### src/rtl/epc_pkg.sv
// Shared constants for the encoder phase counter and waveform pin timer block.
package epc_pkg;

  // ----------------------------------------------------------------
  // Sizes
  // ----------------------------------------------------------------
  localparam int NUM_CH   = 6;
  localparam int CNT_W    = 16;
  localparam int ADDR_W   = 9;
  localparam int DATA_W   = 32;
  localparam int NUM_MR   = 4;
  localparam int CH_LSB   = 6;
  localparam int PS_DIV_W = 6;

  // ----------------------------------------------------------------
  // Register byte offsets inside one channel window (stride 0x40)
  // ----------------------------------------------------------------
  localparam logic [5:0] OFS_CTRL    = 6'h00;
  localparam logic [5:0] OFS_IOCTL   = 6'h04;
  localparam logic [5:0] OFS_COUNT   = 6'h08;
  localparam logic [5:0] OFS_MATCH_A = 6'h0c;
  localparam logic [5:0] OFS_MATCH_B = 6'h10;
  localparam logic [5:0] OFS_MATCH_C = 6'h14;
  localparam logic [5:0] OFS_MATCH_D = 6'h18;
  localparam logic [5:0] OFS_STATUS  = 6'h1c;
  localparam logic [5:0] OFS_MASK    = 6'h20;

  // ----------------------------------------------------------------
  // Control register fields
  // ----------------------------------------------------------------
  localparam int CTRL_MODE_LSB = 0;
  localparam int CTRL_CLR_LSB  = 4;
  localparam int CTRL_PS_LSB   = 8;
  localparam int CTRL_RUN_BIT  = 15;

  localparam logic [2:0] MODE_NORMAL = 3'h0;
  localparam logic [2:0] MODE_PWM1   = 3'h1;
  localparam logic [2:0] MODE_PWM2   = 3'h2;
  localparam int         MODE_PHASE_BIT = 2;

  localparam logic [1:0] SUB_PHASE1 = 2'h0;
  localparam logic [1:0] SUB_PHASE2 = 2'h1;
  localparam logic [1:0] SUB_PHASE3 = 2'h2;
  localparam logic [1:0] SUB_PHASE4 = 2'h3;

  localparam logic [1:0] CLR_NONE = 2'h0;

  // ----------------------------------------------------------------
  // Pin action fields, four bits per pin inside the I/O control register
  // ----------------------------------------------------------------
  localparam int         IO_FIELD_W  = 4;
  localparam int         IO_INIT_BIT = 2;
  localparam logic [1:0] ACT_NONE    = 2'h0;
  localparam logic [1:0] ACT_LOW     = 2'h1;
  localparam logic [1:0] ACT_HIGH    = 2'h2;
  localparam logic [1:0] ACT_TOGGLE  = 2'h3;

  // ----------------------------------------------------------------
  // Status and mask bits
  // ----------------------------------------------------------------
  localparam int ST_OVF    = 4;
  localparam int ST_UNF    = 5;
  localparam int ST_DIR    = 6;
  localparam int ST_EV_W   = 6;

  // ----------------------------------------------------------------
  // Reset values and prescaler masks
  // ----------------------------------------------------------------
  localparam logic [15:0] CTRL_RESET  = 16'h0000;
  localparam logic [15:0] IOCTL_RESET = 16'h0000;
  localparam logic [15:0] COUNT_RESET = 16'h0000;
  localparam logic [15:0] MATCH_RESET = 16'hffff;
  localparam logic [15:0] COUNT_MAX   = 16'hffff;
  localparam logic [PS_DIV_W-1:0] PS_MASK [4] = '{6'h00, 6'h03, 6'h0f, 6'h3f};

  // ----------------------------------------------------------------
  // Channel capabilities, bit n for channel n
  // ----------------------------------------------------------------
  localparam logic [NUM_CH-1:0] PHASE_CAPABLE = 6'h36;
  localparam logic [NUM_CH-1:0] FOUR_MATCH    = 6'h09;
  localparam logic [NUM_CH-1:0] PHASE_ON_CD   = 6'h14;

endpackage

### src/rtl/epc_quad_decode.sv
// Two-phase edge decoder that turns encoder phases into up and down count pulses.
`timescale 1ns/10ps
module epc_quad_decode
  import epc_pkg::*;
(
  input  wire logic       clk,
  input  wire logic       rst_n,
  input  wire logic       phase_a,
  input  wire logic       phase_b,
  input  wire logic [1:0] submode,
  output logic            count_up,
  output logic            count_down
);
  import epc_pkg::*;

  logic prev_a;
  logic prev_b;
  logic a_rise;
  logic a_fall;
  logic b_rise;
  logic b_fall;

  // ----------------------------------------------------------------
  // Edge detection
  // ----------------------------------------------------------------
  // Previous samples; the inputs are already synchronised upstream.
  always_ff @(posedge clk or negedge rst_n) begin
    if (!rst_n) begin
      prev_a <= 1'b0;
      prev_b <= 1'b0;
    end else begin
      prev_a <= phase_a;
      prev_b <= phase_b;
    end
  end

  assign a_rise = phase_a & ~prev_a;
  assign a_fall = ~phase_a & prev_a;
  assign b_rise = phase_b & ~prev_b;
  assign b_fall = ~phase_b & prev_b;

  // ----------------------------------------------------------------
  // Count conditions per sub-mode
  // ----------------------------------------------------------------
  // Both phases changing together is not a legal encoder step; in sub-mode 1 it yields up and down.
  always_comb begin
    count_up   = 1'b0;
    count_down = 1'b0;
    case (submode)
      SUB_PHASE1: begin
        count_up   = (b_rise & phase_a) | (b_fall & ~phase_a) |
                     (a_rise & ~phase_b) | (a_fall & phase_b);
        count_down = (b_fall & phase_a) | (b_rise & ~phase_a) |
                     (a_fall & ~phase_b) | (a_rise & phase_b);
      end
      SUB_PHASE2: begin
        count_up   = a_fall & phase_b;
        count_down = a_fall & ~phase_b;
      end
      SUB_PHASE3: begin
        count_up   = a_fall & phase_b;
        count_down = b_fall & phase_a;
      end
      SUB_PHASE4: begin
        count_up   = (b_rise & phase_a) | (b_fall & ~phase_a);
        count_down = (b_fall & phase_a) | (b_rise & ~phase_a);
      end
      default: begin
        count_up   = 1'b0;
        count_down = 1'b0;
      end
    endcase
  end

endmodule

### src/rtl/epc_wave_pin.sv
// One waveform output pin that changes level on match events.
`timescale 1ns/10ps
module epc_wave_pin
  import epc_pkg::*;
(
  input  wire logic       clk,
  input  wire logic       rst_n,
  input  wire logic       load_init,
  input  wire logic       init_level,
  input  wire logic       match_event,
  input  wire logic [1:0] action,
  output logic            pin_level
);
  import epc_pkg::*;

  // ----------------------------------------------------------------
  // Output level
  // ----------------------------------------------------------------
  // Loading the initial level wins over a match in the same cycle.
  always_ff @(posedge clk or negedge rst_n) begin
    if (!rst_n) begin
      pin_level <= 1'b0;
    end else if (load_init) begin
      pin_level <= init_level;
    end else if (match_event) begin
      case (action)
        ACT_LOW:    pin_level <= 1'b0;
        ACT_HIGH:   pin_level <= 1'b1;
        ACT_TOGGLE: pin_level <= ~pin_level;
        default:    pin_level <= pin_level;
      endcase
    end
  end

endmodule

### src/rtl/epc_timer.sv
// Six-channel 16-bit timer with waveform pins and quadrature counting.
`timescale 1ns/10ps

// Summary of operation
// PWM mode 1 drives pins A and C only; B and D carry no waveform.
// PWM mode 2 maps each match register to its own same-lettered pin.
// PWM mode 2 gives no waveform on the pin of the cycle register.
// Quadrature counting exists only on channels 1, 2, 4 and 5.
// Quadrature mode counts from phase inputs; prescale and edge select ignored.
// Clear source, pin control, interrupt enables and matches keep working there.
// Counting up past the top sets the overflow flag.
// Counting down past zero sets the underflow flag.
// A readable flag shows the present count direction.
// Channels 1,5 use inputs A/B; channels 2,4 use inputs C/D.
// Four quadrature sub-modes, each with its own up/down conditions.
// Sub-mode 1 counts on every edge of both phases.
// Sub-mode 2 counts on A falling; up if B high, else down.
// Sub-mode 3: A falls with B high up; B falls with A high down.
// Sub-mode 4 counts only on B edges, direction from A level.
// PWM mode 1 pins take A/C field levels, then B/D field levels.
// PWM mode 2 cycle clear returns every pin to its initial level.
// Per-channel mode field selects normal, PWM 1, PWM 2 or quadrature 1-4.
// Phase inputs are synchronised and edges found from successive samples.
module epc_timer
  import epc_pkg::*;
(
  input  wire logic                       clk,
  input  wire logic                       reset_n,
  input  wire logic [epc_pkg::ADDR_W-1:0] address,
  input  wire logic                       read,
  input  wire logic                       write,
  input  wire logic [epc_pkg::DATA_W-1:0] writedata,
  input  wire logic [3:0]                 byteenable,
  output logic      [epc_pkg::DATA_W-1:0] readdata,
  output logic                            waitrequest,
  output logic                            irq,
  input  wire logic                       ext_clock_in_a,
  input  wire logic                       ext_clock_in_b,
  input  wire logic                       ext_clock_in_c,
  input  wire logic                       ext_clock_in_d,
  output logic      [epc_pkg::NUM_CH-1:0] waveform_pin_a,
  output logic      [epc_pkg::NUM_CH-1:0] waveform_pin_b,
  output logic      [epc_pkg::NUM_CH-1:0] waveform_pin_c,
  output logic      [epc_pkg::NUM_CH-1:0] waveform_pin_d
);
  import epc_pkg::*;

  // ----------------------------------------------------------------
  // Declarations
  // ----------------------------------------------------------------
  logic                rst_meta;
  logic                rst_n;
  logic [3:0]          ext_meta;
  logic [3:0]          ext_sync;
  logic                ack;
  logic                wr_fire;
  logic                rd_take;
  logic [2:0]          sel_ch;
  logic [5:0]          sel_ofs;
  logic                sel_ok;
  logic [PS_DIV_W-1:0] ps_div;
  logic [3:0]          ps_tick;
  logic [CNT_W-1:0]    ctrl    [NUM_CH];
  logic [CNT_W-1:0]    ioctl   [NUM_CH];
  logic [CNT_W-1:0]    counter [NUM_CH];
  logic [CNT_W-1:0]    mreg    [NUM_CH][NUM_MR];
  logic [ST_EV_W-1:0]  status  [NUM_CH];
  logic [ST_EV_W-1:0]  mask    [NUM_CH];
  logic [NUM_CH-1:0]   dir_up;
  logic [NUM_CH-1:0]   ch_irq;
  logic [DATA_W-1:0]   ch_rdata [NUM_CH];
  logic [3:0]          pin_lvl  [NUM_CH];

  // Byte-lane merge of a 16-bit register with bus write data.
  function automatic logic [CNT_W-1:0] merge16(input logic [CNT_W-1:0] old_v,
                                               input logic [DATA_W-1:0] new_v,
                                               input logic [3:0] be);
    logic [CNT_W-1:0] r;
    r = old_v;
    if (be[0]) begin
      r[7:0] = new_v[7:0];
    end
    if (be[1]) begin
      r[15:8] = new_v[15:8];
    end
    return r;
  endfunction

  // ----------------------------------------------------------------
  // Reset release and pin synchronisers
  // ----------------------------------------------------------------
  // Reset asserts at once but releases through two flops.
  always_ff @(posedge clk or negedge reset_n) begin
    if (!reset_n) begin
      rst_meta <= 1'b0;
      rst_n    <= 1'b0;
    end else begin
      rst_meta <= 1'b1;
      rst_n    <= rst_meta;
    end
  end

  // Phase pins are asynchronous to clk; only the second stage is read by logic.
  always_ff @(posedge clk or negedge rst_n) begin
    if (!rst_n) begin
      ext_meta <= 4'h0;
      ext_sync <= 4'h0;
    end else begin
      ext_meta <= {ext_clock_in_d, ext_clock_in_c, ext_clock_in_b, ext_clock_in_a};
      ext_sync <= ext_meta;
    end
  end

  // ----------------------------------------------------------------
  // Avalon-MM slave: one wait cycle on every access
  // ----------------------------------------------------------------
  assign sel_ch      = address[ADDR_W-1:CH_LSB];
  assign sel_ofs     = address[CH_LSB-1:0];
  assign sel_ok      = (32'(sel_ch) < NUM_CH);
  assign waitrequest = (read | write) & ~ack;
  assign wr_fire     = write & ack;
  assign rd_take     = read & ~ack;

  // The ack flop makes every access take exactly two edges.
  always_ff @(posedge clk or negedge rst_n) begin
    if (!rst_n) begin
      ack <= 1'b0;
    end else begin
      ack <= (read | write) & ~ack;
    end
  end

  // Read data is registered so it stands stable while waitrequest is low.
  always_ff @(posedge clk or negedge rst_n) begin
    if (!rst_n) begin
      readdata <= '0;
    end else if (rd_take) begin
      readdata <= sel_ok ? ch_rdata[sel_ch] : '0;
    end
  end

  // ----------------------------------------------------------------
  // Prescaler divider, shared by all channels
  // ----------------------------------------------------------------
  always_ff @(posedge clk or negedge rst_n) begin
    if (!rst_n) begin
      ps_div <= '0;
    end else begin
      ps_div <= ps_div + 1'b1;
    end
  end

  for (genvar p = 0; p < 4; p++) begin : g_ps
    assign ps_tick[p] = ((ps_div & PS_MASK[p]) == '0);
  end

  assign irq = |ch_irq;

  // ----------------------------------------------------------------
  // Channels
  // ----------------------------------------------------------------
  for (genvar c = 0; c < NUM_CH; c++) begin : g_ch
    logic [2:0]        mode;
    logic [1:0]        clr_sel;
    logic [1:0]        cyc_idx;
    logic              run;
    logic              phase_en;
    logic              q_up;
    logic              q_down;
    logic              up_ev;
    logic              dn_ev;
    logic [NUM_MR-1:0] match;
    logic              cycle_hit;
    logic              ovf_ev;
    logic              unf_ev;
    logic              wr_here;
    logic [ST_EV_W-1:0] events;

    assign mode     = ctrl[c][CTRL_MODE_LSB +: 3];
    assign clr_sel  = ctrl[c][CTRL_CLR_LSB +: 2];
    assign cyc_idx  = clr_sel - 2'h1;
    assign run      = ctrl[c][CTRL_RUN_BIT];
    assign phase_en = PHASE_CAPABLE[c] & mode[MODE_PHASE_BIT];
    assign wr_here  = wr_fire & sel_ok & (sel_ch == 3'(c));

    // Quadrature decoder only where the channel supports it.
    if (PHASE_CAPABLE[c]) begin : g_quad
      logic pa;
      logic pb;
      assign pa = PHASE_ON_CD[c] ? ext_sync[2] : ext_sync[0];
      assign pb = PHASE_ON_CD[c] ? ext_sync[3] : ext_sync[1];
      epc_quad_decode u_quad (
        .clk        (clk),
        .rst_n      (rst_n),
        .phase_a    (pa),
        .phase_b    (pb),
        .submode    (mode[1:0]),
        .count_up   (q_up),
        .count_down (q_down)
      );
    end else begin : g_noquad
      assign q_up   = 1'b0;
      assign q_down = 1'b0;
    end

    // In quadrature mode the prescaler is bypassed entirely.
    assign up_ev = run & (phase_en ? q_up : ps_tick[ctrl[c][CTRL_PS_LSB +: 2]]);
    assign dn_ev = run & phase_en & q_down & ~q_up;

    // Match detection stays live in every mode, including quadrature.
    for (genvar k = 0; k < NUM_MR; k++) begin : g_match
      assign match[k] = (up_ev | dn_ev) & (counter[c] == mreg[c][k]) &
                        ((k < 2) | FOUR_MATCH[c]);
    end

    assign cycle_hit = (clr_sel != CLR_NONE) & match[cyc_idx];
    assign ovf_ev    = up_ev & ~dn_ev & (counter[c] == COUNT_MAX) & ~cycle_hit;
    assign unf_ev    = dn_ev & (counter[c] == '0) & ~cycle_hit;
    assign events    = {unf_ev, ovf_ev, match};

    // Channel counter; a bus write wins over counting in the same cycle.
    always_ff @(posedge clk or negedge rst_n) begin
      if (!rst_n) begin
        counter[c] <= COUNT_RESET;
      end else if (wr_here && sel_ofs == OFS_COUNT) begin
        counter[c] <= merge16(counter[c], writedata, byteenable);
      end else if (cycle_hit) begin
        counter[c] <= '0;
      end else if (up_ev) begin
        counter[c] <= counter[c] + 1'b1;
      end else if (dn_ev) begin
        counter[c] <= counter[c] - 1'b1;
      end
    end

    // Direction flag follows the last counted step.
    always_ff @(posedge clk or negedge rst_n) begin
      if (!rst_n) begin
        dir_up[c] <= 1'b1;
      end else if (dn_ev) begin
        dir_up[c] <= 1'b0;
      end else if (up_ev) begin
        dir_up[c] <= 1'b1;
      end
    end

    // Control, pin control, mask and match registers.
    always_ff @(posedge clk or negedge rst_n) begin
      if (!rst_n) begin
        ctrl[c]  <= CTRL_RESET;
        ioctl[c] <= IOCTL_RESET;
        mask[c]  <= '0;
      end else if (wr_here) begin
        if (sel_ofs == OFS_CTRL) begin
          ctrl[c] <= merge16(ctrl[c], writedata, byteenable);
        end
        if (sel_ofs == OFS_IOCTL) begin
          ioctl[c] <= merge16(ioctl[c], writedata, byteenable);
        end
        if (sel_ofs == OFS_MASK && byteenable[0]) begin
          mask[c] <= writedata[ST_EV_W-1:0];
        end
      end
    end

    for (genvar k = 0; k < NUM_MR; k++) begin : g_mreg
      always_ff @(posedge clk or negedge rst_n) begin
        if (!rst_n) begin
          mreg[c][k] <= MATCH_RESET;
        end else if (wr_here && sel_ofs == OFS_MATCH_A + 6'(4 * k) &&
                     ((k < 2) || FOUR_MATCH[c])) begin
          mreg[c][k] <= merge16(mreg[c][k], writedata, byteenable);
        end
      end
    end

    // Sticky status: write one to clear, a new event in the same cycle wins.
    always_ff @(posedge clk or negedge rst_n) begin
      if (!rst_n) begin
        status[c] <= '0;
      end else begin
        if (wr_here && sel_ofs == OFS_STATUS && byteenable[0]) begin
          status[c] <= (status[c] & ~writedata[ST_EV_W-1:0]) | events;
        end else begin
          status[c] <= status[c] | events;
        end
      end
    end

    assign ch_irq[c] = |(status[c] & mask[c]);

    // Read mux for this channel.
    always_comb begin
      ch_rdata[c] = '0;
      case (sel_ofs)
        OFS_CTRL:    ch_rdata[c] = {16'h0000, ctrl[c]};
        OFS_IOCTL:   ch_rdata[c] = {16'h0000, ioctl[c]};
        OFS_COUNT:   ch_rdata[c] = {16'h0000, counter[c]};
        OFS_MATCH_A: ch_rdata[c] = {16'h0000, mreg[c][0]};
        OFS_MATCH_B: ch_rdata[c] = {16'h0000, mreg[c][1]};
        OFS_MATCH_C: ch_rdata[c] = FOUR_MATCH[c] ? {16'h0000, mreg[c][2]} : '0;
        OFS_MATCH_D: ch_rdata[c] = FOUR_MATCH[c] ? {16'h0000, mreg[c][3]} : '0;
        OFS_STATUS:  ch_rdata[c] = {25'h0, dir_up[c], status[c]};
        OFS_MASK:    ch_rdata[c] = {26'h0, mask[c]};
        default:     ch_rdata[c] = '0;
      endcase
    end

    // ----------------------------------------------------------------
    // Waveform pins
    // ----------------------------------------------------------------
    for (genvar k = 0; k < NUM_MR; k++) begin : g_pin
      if (k < 2 || FOUR_MATCH[c]) begin : g_has
        logic       pin_ev;
        logic [1:0] pin_act;
        logic       pin_load;

        // Pairs A/B and C/D share one pin in PWM mode 1; equal matches leave it unchanged.
        always_comb begin
          pin_ev  = match[k];
          pin_act = ioctl[c][k * IO_FIELD_W +: 2];
          case (mode)
            MODE_PWM1: begin
              if (k % 2 == 0) begin
                pin_ev  = match[k] ^ match[k | 1];
                pin_act = match[k] ? ioctl[c][k * IO_FIELD_W +: 2]
                                   : ioctl[c][(k | 1) * IO_FIELD_W +: 2];
              end else begin
                pin_ev  = 1'b0;
                pin_act = ACT_NONE;
              end
            end
            MODE_PWM2: begin
              pin_ev = match[k] & ~((clr_sel != CLR_NONE) && (cyc_idx == 2'(k)));
            end
            default: begin
              pin_ev = match[k];
            end
          endcase
        end

        // Writes to the control words reload the initial level; so does a PWM 2 cycle clear.
        assign pin_load = (wr_here && (sel_ofs == OFS_IOCTL || sel_ofs == OFS_CTRL)) ||
                          (mode == MODE_PWM2 && cycle_hit);

        epc_wave_pin u_pin (
          .clk         (clk),
          .rst_n       (rst_n),
          .load_init   (pin_load),
          .init_level  (ioctl[c][k * IO_FIELD_W + IO_INIT_BIT]),
          .match_event (pin_ev),
          .action      (pin_act),
          .pin_level   (pin_lvl[c][k])
        );
      end else begin : g_none
        assign pin_lvl[c][k] = 1'b0;
      end
    end

    assign waveform_pin_a[c] = pin_lvl[c][0];
    assign waveform_pin_b[c] = pin_lvl[c][1];
    assign waveform_pin_c[c] = pin_lvl[c][2];
    assign waveform_pin_d[c] = pin_lvl[c][3];
  end

endmodule

### config.mk
export PLATFORM = sky130hd
export DESIGN_NAME = epc_timer
export DESIGN_NICKNAME = d
export VERILOG_FILES = /design/src/rtl/epc_pkg.sv /design/src/rtl/epc_quad_decode.sv /design/src/rtl/epc_wave_pin.sv /design/src/rtl/epc_timer.sv
export SDC_FILE = /design/constraint.sdc
export NUM_CORES = 2
export LEC_CHECK = 0
export ABC_AREA = 1
export BUFFER_PORTS_ARGS = -buffer_cell sky130_fd_sc_hd__buf_2
export CAP_MARGIN = 20
export CORE_ASPECT_RATIO = 2
export CORE_MARGIN = 1
export CORE_UTILIZATION = 50
export CTS_BUF_LIST = sky130_fd_sc_hd__clkbuf_16
export CTS_CLUSTER_SIZE = 30
export DETAILED_ROUTE_END_ITERATION = 8
export PLACE_DENSITY = 0.69
export SETUP_SLACK_MARGIN = 0.4
export SLEW_MARGIN = 20
export SYNTH_ARGS = -nofsm -noshare
export SYNTH_HDL_FRONTEND = slang
export SYNTH_SLANG_ARGS = --single-unit
### constraint.sdc
create_clock -name clk -period 19.25 [get_ports clk]
set_input_delay 3.85 -clock clk [delete_from_list [all_inputs] [get_ports clk]]
set_output_delay 3.85 -clock clk [all_outputs]
set_load 0.005 [all_outputs]
## Word-level counts from Yosys, hierarchy flattened

Index checks and enable logic that the tools add are counted.
W data, S select, Z words.

| word-level totals | value |
|---|---|
| output and inout port bits | 58 |
| flip-flop bits (word level) | 689 |
| logic and storage cells | 895 |
| input bits | 53 |

| operators by class | value |
|---|---|
| order comparisons | 14 |
| bitwise gates (word level) | 220 |
| add/sub/neg operators | 17 |
| equality and inequality tests | 129 |
| multiplexer cells | 172 |
| reduce and logical (&&, ||, !) cells | 232 |

Operators with widths:

| kind | count |
|---|---|
| $pmux W16 S7 | 4 |
| $mux W16 | 22 |
| $pmux W16 S9 | 2 |
| $eq A16 B16 Y1 | 16 |
| $reduce_and A2 Y1 | 66 |
| $and A1 B1 Y1 | 114 |
| $add A16 B1 Y16 const B | 6 |
| $bmux W32 S3 | 1 |
| $eq A16 B16 Y1 const B | 6 |
| $mux W32 | 3 |
| $eq A2 B2 Y1 const B | 44 |
| $reduce_bool A4 Y1 | 20 |
| $and A6 B6 Y6 | 12 |
| $reduce_and A3 Y1 | 24 |
| $logic_not A16 Y1 | 4 |
| $sub A16 B1 Y16 const B | 4 |
| $logic_and A1 B1 Y1 | 63 |
| $pmux W1 S3 | 20 |
| $mux W1 | 56 |
| $not A1 Y1 | 55 |
| $eq A2 B1 Y1 const B | 26 |
| $reduce_bool A2 Y1 | 26 |
| $mux W2 | 24 |
| $or A6 B6 Y6 | 8 |
| other kinds (30) | 158 |

## Depth between registers and ports, before layout

| logic depth | value |
|---|---|
| word-level depth | 18 |
| depth in mapped cells | 24 |
| mapped depth without buffers | 23 |

## Cells and area by module

Synthesis repeated with hierarchy kept, for this count alone.

| second synthesis, totals | value |
|---|---|
| cells, all modules | 5,761 |
| area total of the unflattened synthesis | 42,260.5 sq um |

By module, submodules not included:

| module | cells each | area each (sq um) | instances | seq. area each (sq um) |
|---|---|---|---|---|
| epc_timer | 5,345 | 39,723.1 | 1 | 16,666.0 |
| epc_wave_pin | 16 | 100.1 | 16 | 25.0 |
| epc_quad_decode | 40 | 234.0 | 4 | 50.0 |

## Worst setup path before layout

OpenSTA, ideal clock, no wires.

| timing | value |
|---|---|
| path type | input-to-output |
| from | input write |
| to | output waitrequest |
| stages | 2 |
| data required time | 15.400 ns |
| path slack | 11.403 ns |
| path buffers | 0 |
| arrival | 3.997 ns |
| path through | nor2_1 > nor2_1 |

| between the ends | value |
|---|---|
| cells in the longest elaborated chain, start to end | 2 |

Ends and longest elaborated chain:

| item | line | source |
|---|---|---|
| from (decl) | epc_timer.sv:31 | `input wire logic write,` |
| $or A1 B1 Y1 | epc_timer.sv:120 | `assign waitrequest = (read \| write) & ~ack;` |
| $and A1 B1 Y1 | epc_timer.sv:120 |  |
| to (decl) | epc_timer.sv:35 | `output logic waitrequest,` |

No other way between the ends.

## Final worst setup path

Ends and elaborated chain as after synthesis.

==> impl_results.md <==
* Outcome: finished, final reports clean
* Maximum VDD drop at 52.59 uV
* Netlist cell types at 67
* Hold-fix buffers, CTS at 0
* Crit path time final at just over 8000 ps
* Share of layout cells above drive strength 1 at 0.1203
* Worst Setup Start Kind: input port
* Worst-path clk slew at roughly 60 ps
* Critical path's largest stage delay at roughly 150 ps
* Post-CTS setup buffer count at 0
* Initial antenna violation count at 1
* Setup_tns at 0 ps
* Gr ovfl total at 0
* First-pass GRT wire length at between 200000 and 250000 um
* Hold Path Class: register to register
* Cell taking the most area after synthesis: dfrtp_1
* Clock sink total at between 600 and 700
* Post-synthesis sequential area ratio at 0.4150
* I/O pins at approximately 110
* Fillers at between 7000 and 8000
* CP arrival at ~4400 ps
* Final Cell Area at ~0.044 sq mm
* RSZ-0062 raised after global routing: no
* Total number of yosys warnings at 0
* Combinational family with the most area after synthesis: simple AND/OR/NAND/NOR gates
* Clock skew after layout at ~28 ps
* Vias at 38760
* Final Util at 0.5430
* Num CTS Buffers at 67
* H-tree depth at 3
* Setup CP Type: input port to primary output
* Gpl congestion at a little over 1
* Final hold vios at 0
* Slew @ Worst Pin at roughly 1200 ps
* Via/cell ratio at 5.974
* Tcrit/Tclk final at 0.4258
* First-pass DRT Iterations at 8
* Post-synthesis xor/xnor area fraction at 0.05124
* Finished Layout Cells at ~6500
* Slew HR at 0.1617
* Nets at 5542
* # DRC at 0
* Number of global-route vias before repair at about 38000
* Initial Util at 0.5065
* Post-synth EDFFs at 0
* Area grow syn2layout at 7.190%
* Simple-Gate Fraction of Synth Area at 0.2630
* Post-DP HPWL at 111700 um
* Leak at 20.03 nW
* Critical-path top delay cell: buf_2
* Ys async rst share at 1.000
* Avg Synthesized Cell Area at around 7.5 sq um
* Cell area after placement at roughly 0.042 sq mm
* Tot GR Track Use at 0.3844
* Fmax at about 0.12 GHz
* Worst-path maximum fanout at 3
* Critical path data required time at about 15000 ps
* Compound-Gate Fraction of Synth Area at 0.1537
* Post-DRT Antenna Nets at 0
* Initial DRC count at ~3700
* Die area at ~0.084 sq mm
* Row count at 148
* Flops & latches, synth at a little under 700
* Synth Flop Type: dfrtp_1
* Synth Area in Adders at 0.03339
* CTS Buffer Depth at 3
* Cell with the most instances after synthesis: nand2_1
* PwrDens at approximately 95 mW/mm^2
* Syn Std Cell Area at a little over 0.04 sq mm
* Cells after Synth at roughly 5500
* Die Ht at between 400 and 500 um
* CTS tree: built
* DP Cell Count at 6359
* Critical path cell sequence: buf_2, nor2_1, nor2_1, buf_2
* Critical Path End Type: primary output
* PortBufs at 68
* Clock Latency Late Sink at approximately 660 ps
* Post-synthesis mux area share at 0.0009679
* Synth top cells by count: nand2_1, o21ai_0, inv_1, dfrtp_1, nor2_1
* Largest net degree at the start of global routing at 170
* Area share of the largest cell type after synthesis at 0.2498
* Max-Cap Viols at 0
* Count of final setup violators at 0
* Die width at a little over 200 um
* Core Area at 0.08166 sq mm
* Routed Wire Length at between 150000 and 200000 um
* Area contributors post-synth: dfrtp_1, dfstp_2, nand2_1
* Clock Tree Root: clkbuf_16
* Drt wl/cell at ~25 um
* Final Max Slew Viols at 0
* Post-cts resize count at 0
==> worst max-delay path, delay by kind of cell <==
family | cells | cell delay (ps)
and+or+nand+nor | 2 | 200
buffers and inverters | 2 | 290
==> final cells by class <==
| class | instances | area [sq um] | area share |
|---|---|---|---|
| multi-input combinational | 4011 | 20900 | 0.4712 |
| sequential | 673 | 17170 | 0.3872 |
| inverter | 507 | 1927 | 0.04346 |
| clock buffer | 73 | 1827 | 0.04120 |
| tap | 1050 | 1314 | 0.02963 |
| timing repair buffer | 121 | 798.3 | 0.01800 |
| clock inverter | 50 | 401.6 | 0.009058 |
| antenna | 3 | 7.507 | 0.0001693 |
==> where the power goes <==
part           total, mW  switching [mW]  internal [mW]
registers           1.67           0.169           1.50
clock network       1.38           0.609          0.767
logic               1.17           0.719          0.452
==> registers in the layout, indices dropped and copies added, names as in the netlist, 16 cells and up <==
register	flops
status	36
counter	96
readdata	16
ctrl	96
g_ch.g_pin.g_has.u_pin.pin_level	16
mreg	256
ioctl	96
mask	36
==> final timing paths <==
| path | from | end | slack [ps] | cells after the start |
|---|---|---|---|---|
| max in group asynchronous | rst_n | ioctl[84] | 14930 | 4 |
| setup reg to reg | ps_div[0] | counter[79] | 14820 | 19 |
| hold reg to reg | ext_meta[0] | ext_sync[0] | 350 | 0 |
| min in group asynchronous | rst_n | counter[66] | 410 | 0 |
| setup / recovery | write | waitrequest | 11050 | 4 |
| hold / removal | ext_meta[0] | ext_sync[0] | 350 | 0 |
==> per-layer routing <==
metal	global-route usage	up-vias	part of all wire
met4	0.3547	2	0.11
met3	0.07175	679	0.075
met1	0.4128	18520	0.34
met2	0.6323	1806	0.48
met5	0	-	0.000094
li1	-	17750	-
==> per-stage QoR <==
stage          total power [mW]  hold WS (ps)  setup WS (ps)
5_1_grt                   4.415         359.7          10990
2_1_floorplan             2.505         331.1           8557
3_3_place_gp              2.817         332.9          11110
4_1_cts                   4.204         351.5          11070
6_report                  4.214         349.1          11050
3_5_place_dp              2.838         337.9          11090
==> logic make-up (layout without fill, tap and decap cells) <==
family	Yosys count	after routing
other	2	28
AO/OA/AOI/OAI	1104	1104
adder cells (fa/ha/maj)	108	108
flip-flops	673	673
XOR/XNOR	242	242
buffers and inverters	819	751
multiplexers	4	4
AND/OR/NAND/NOR	2528	2528
==> cells in the final DEF, fill, tap and decap left out, drive strengths merged, types with 126 or more instances in the layout <==
cell type and n:
inv 517, dfstp 260, xor2 164, a21oi 204
nand4 126, nand3 217, nand2 1664, nor2 377
dfrtp 413, o21ai 620
No activity file was read; power rests on OpenSTA's default activity.
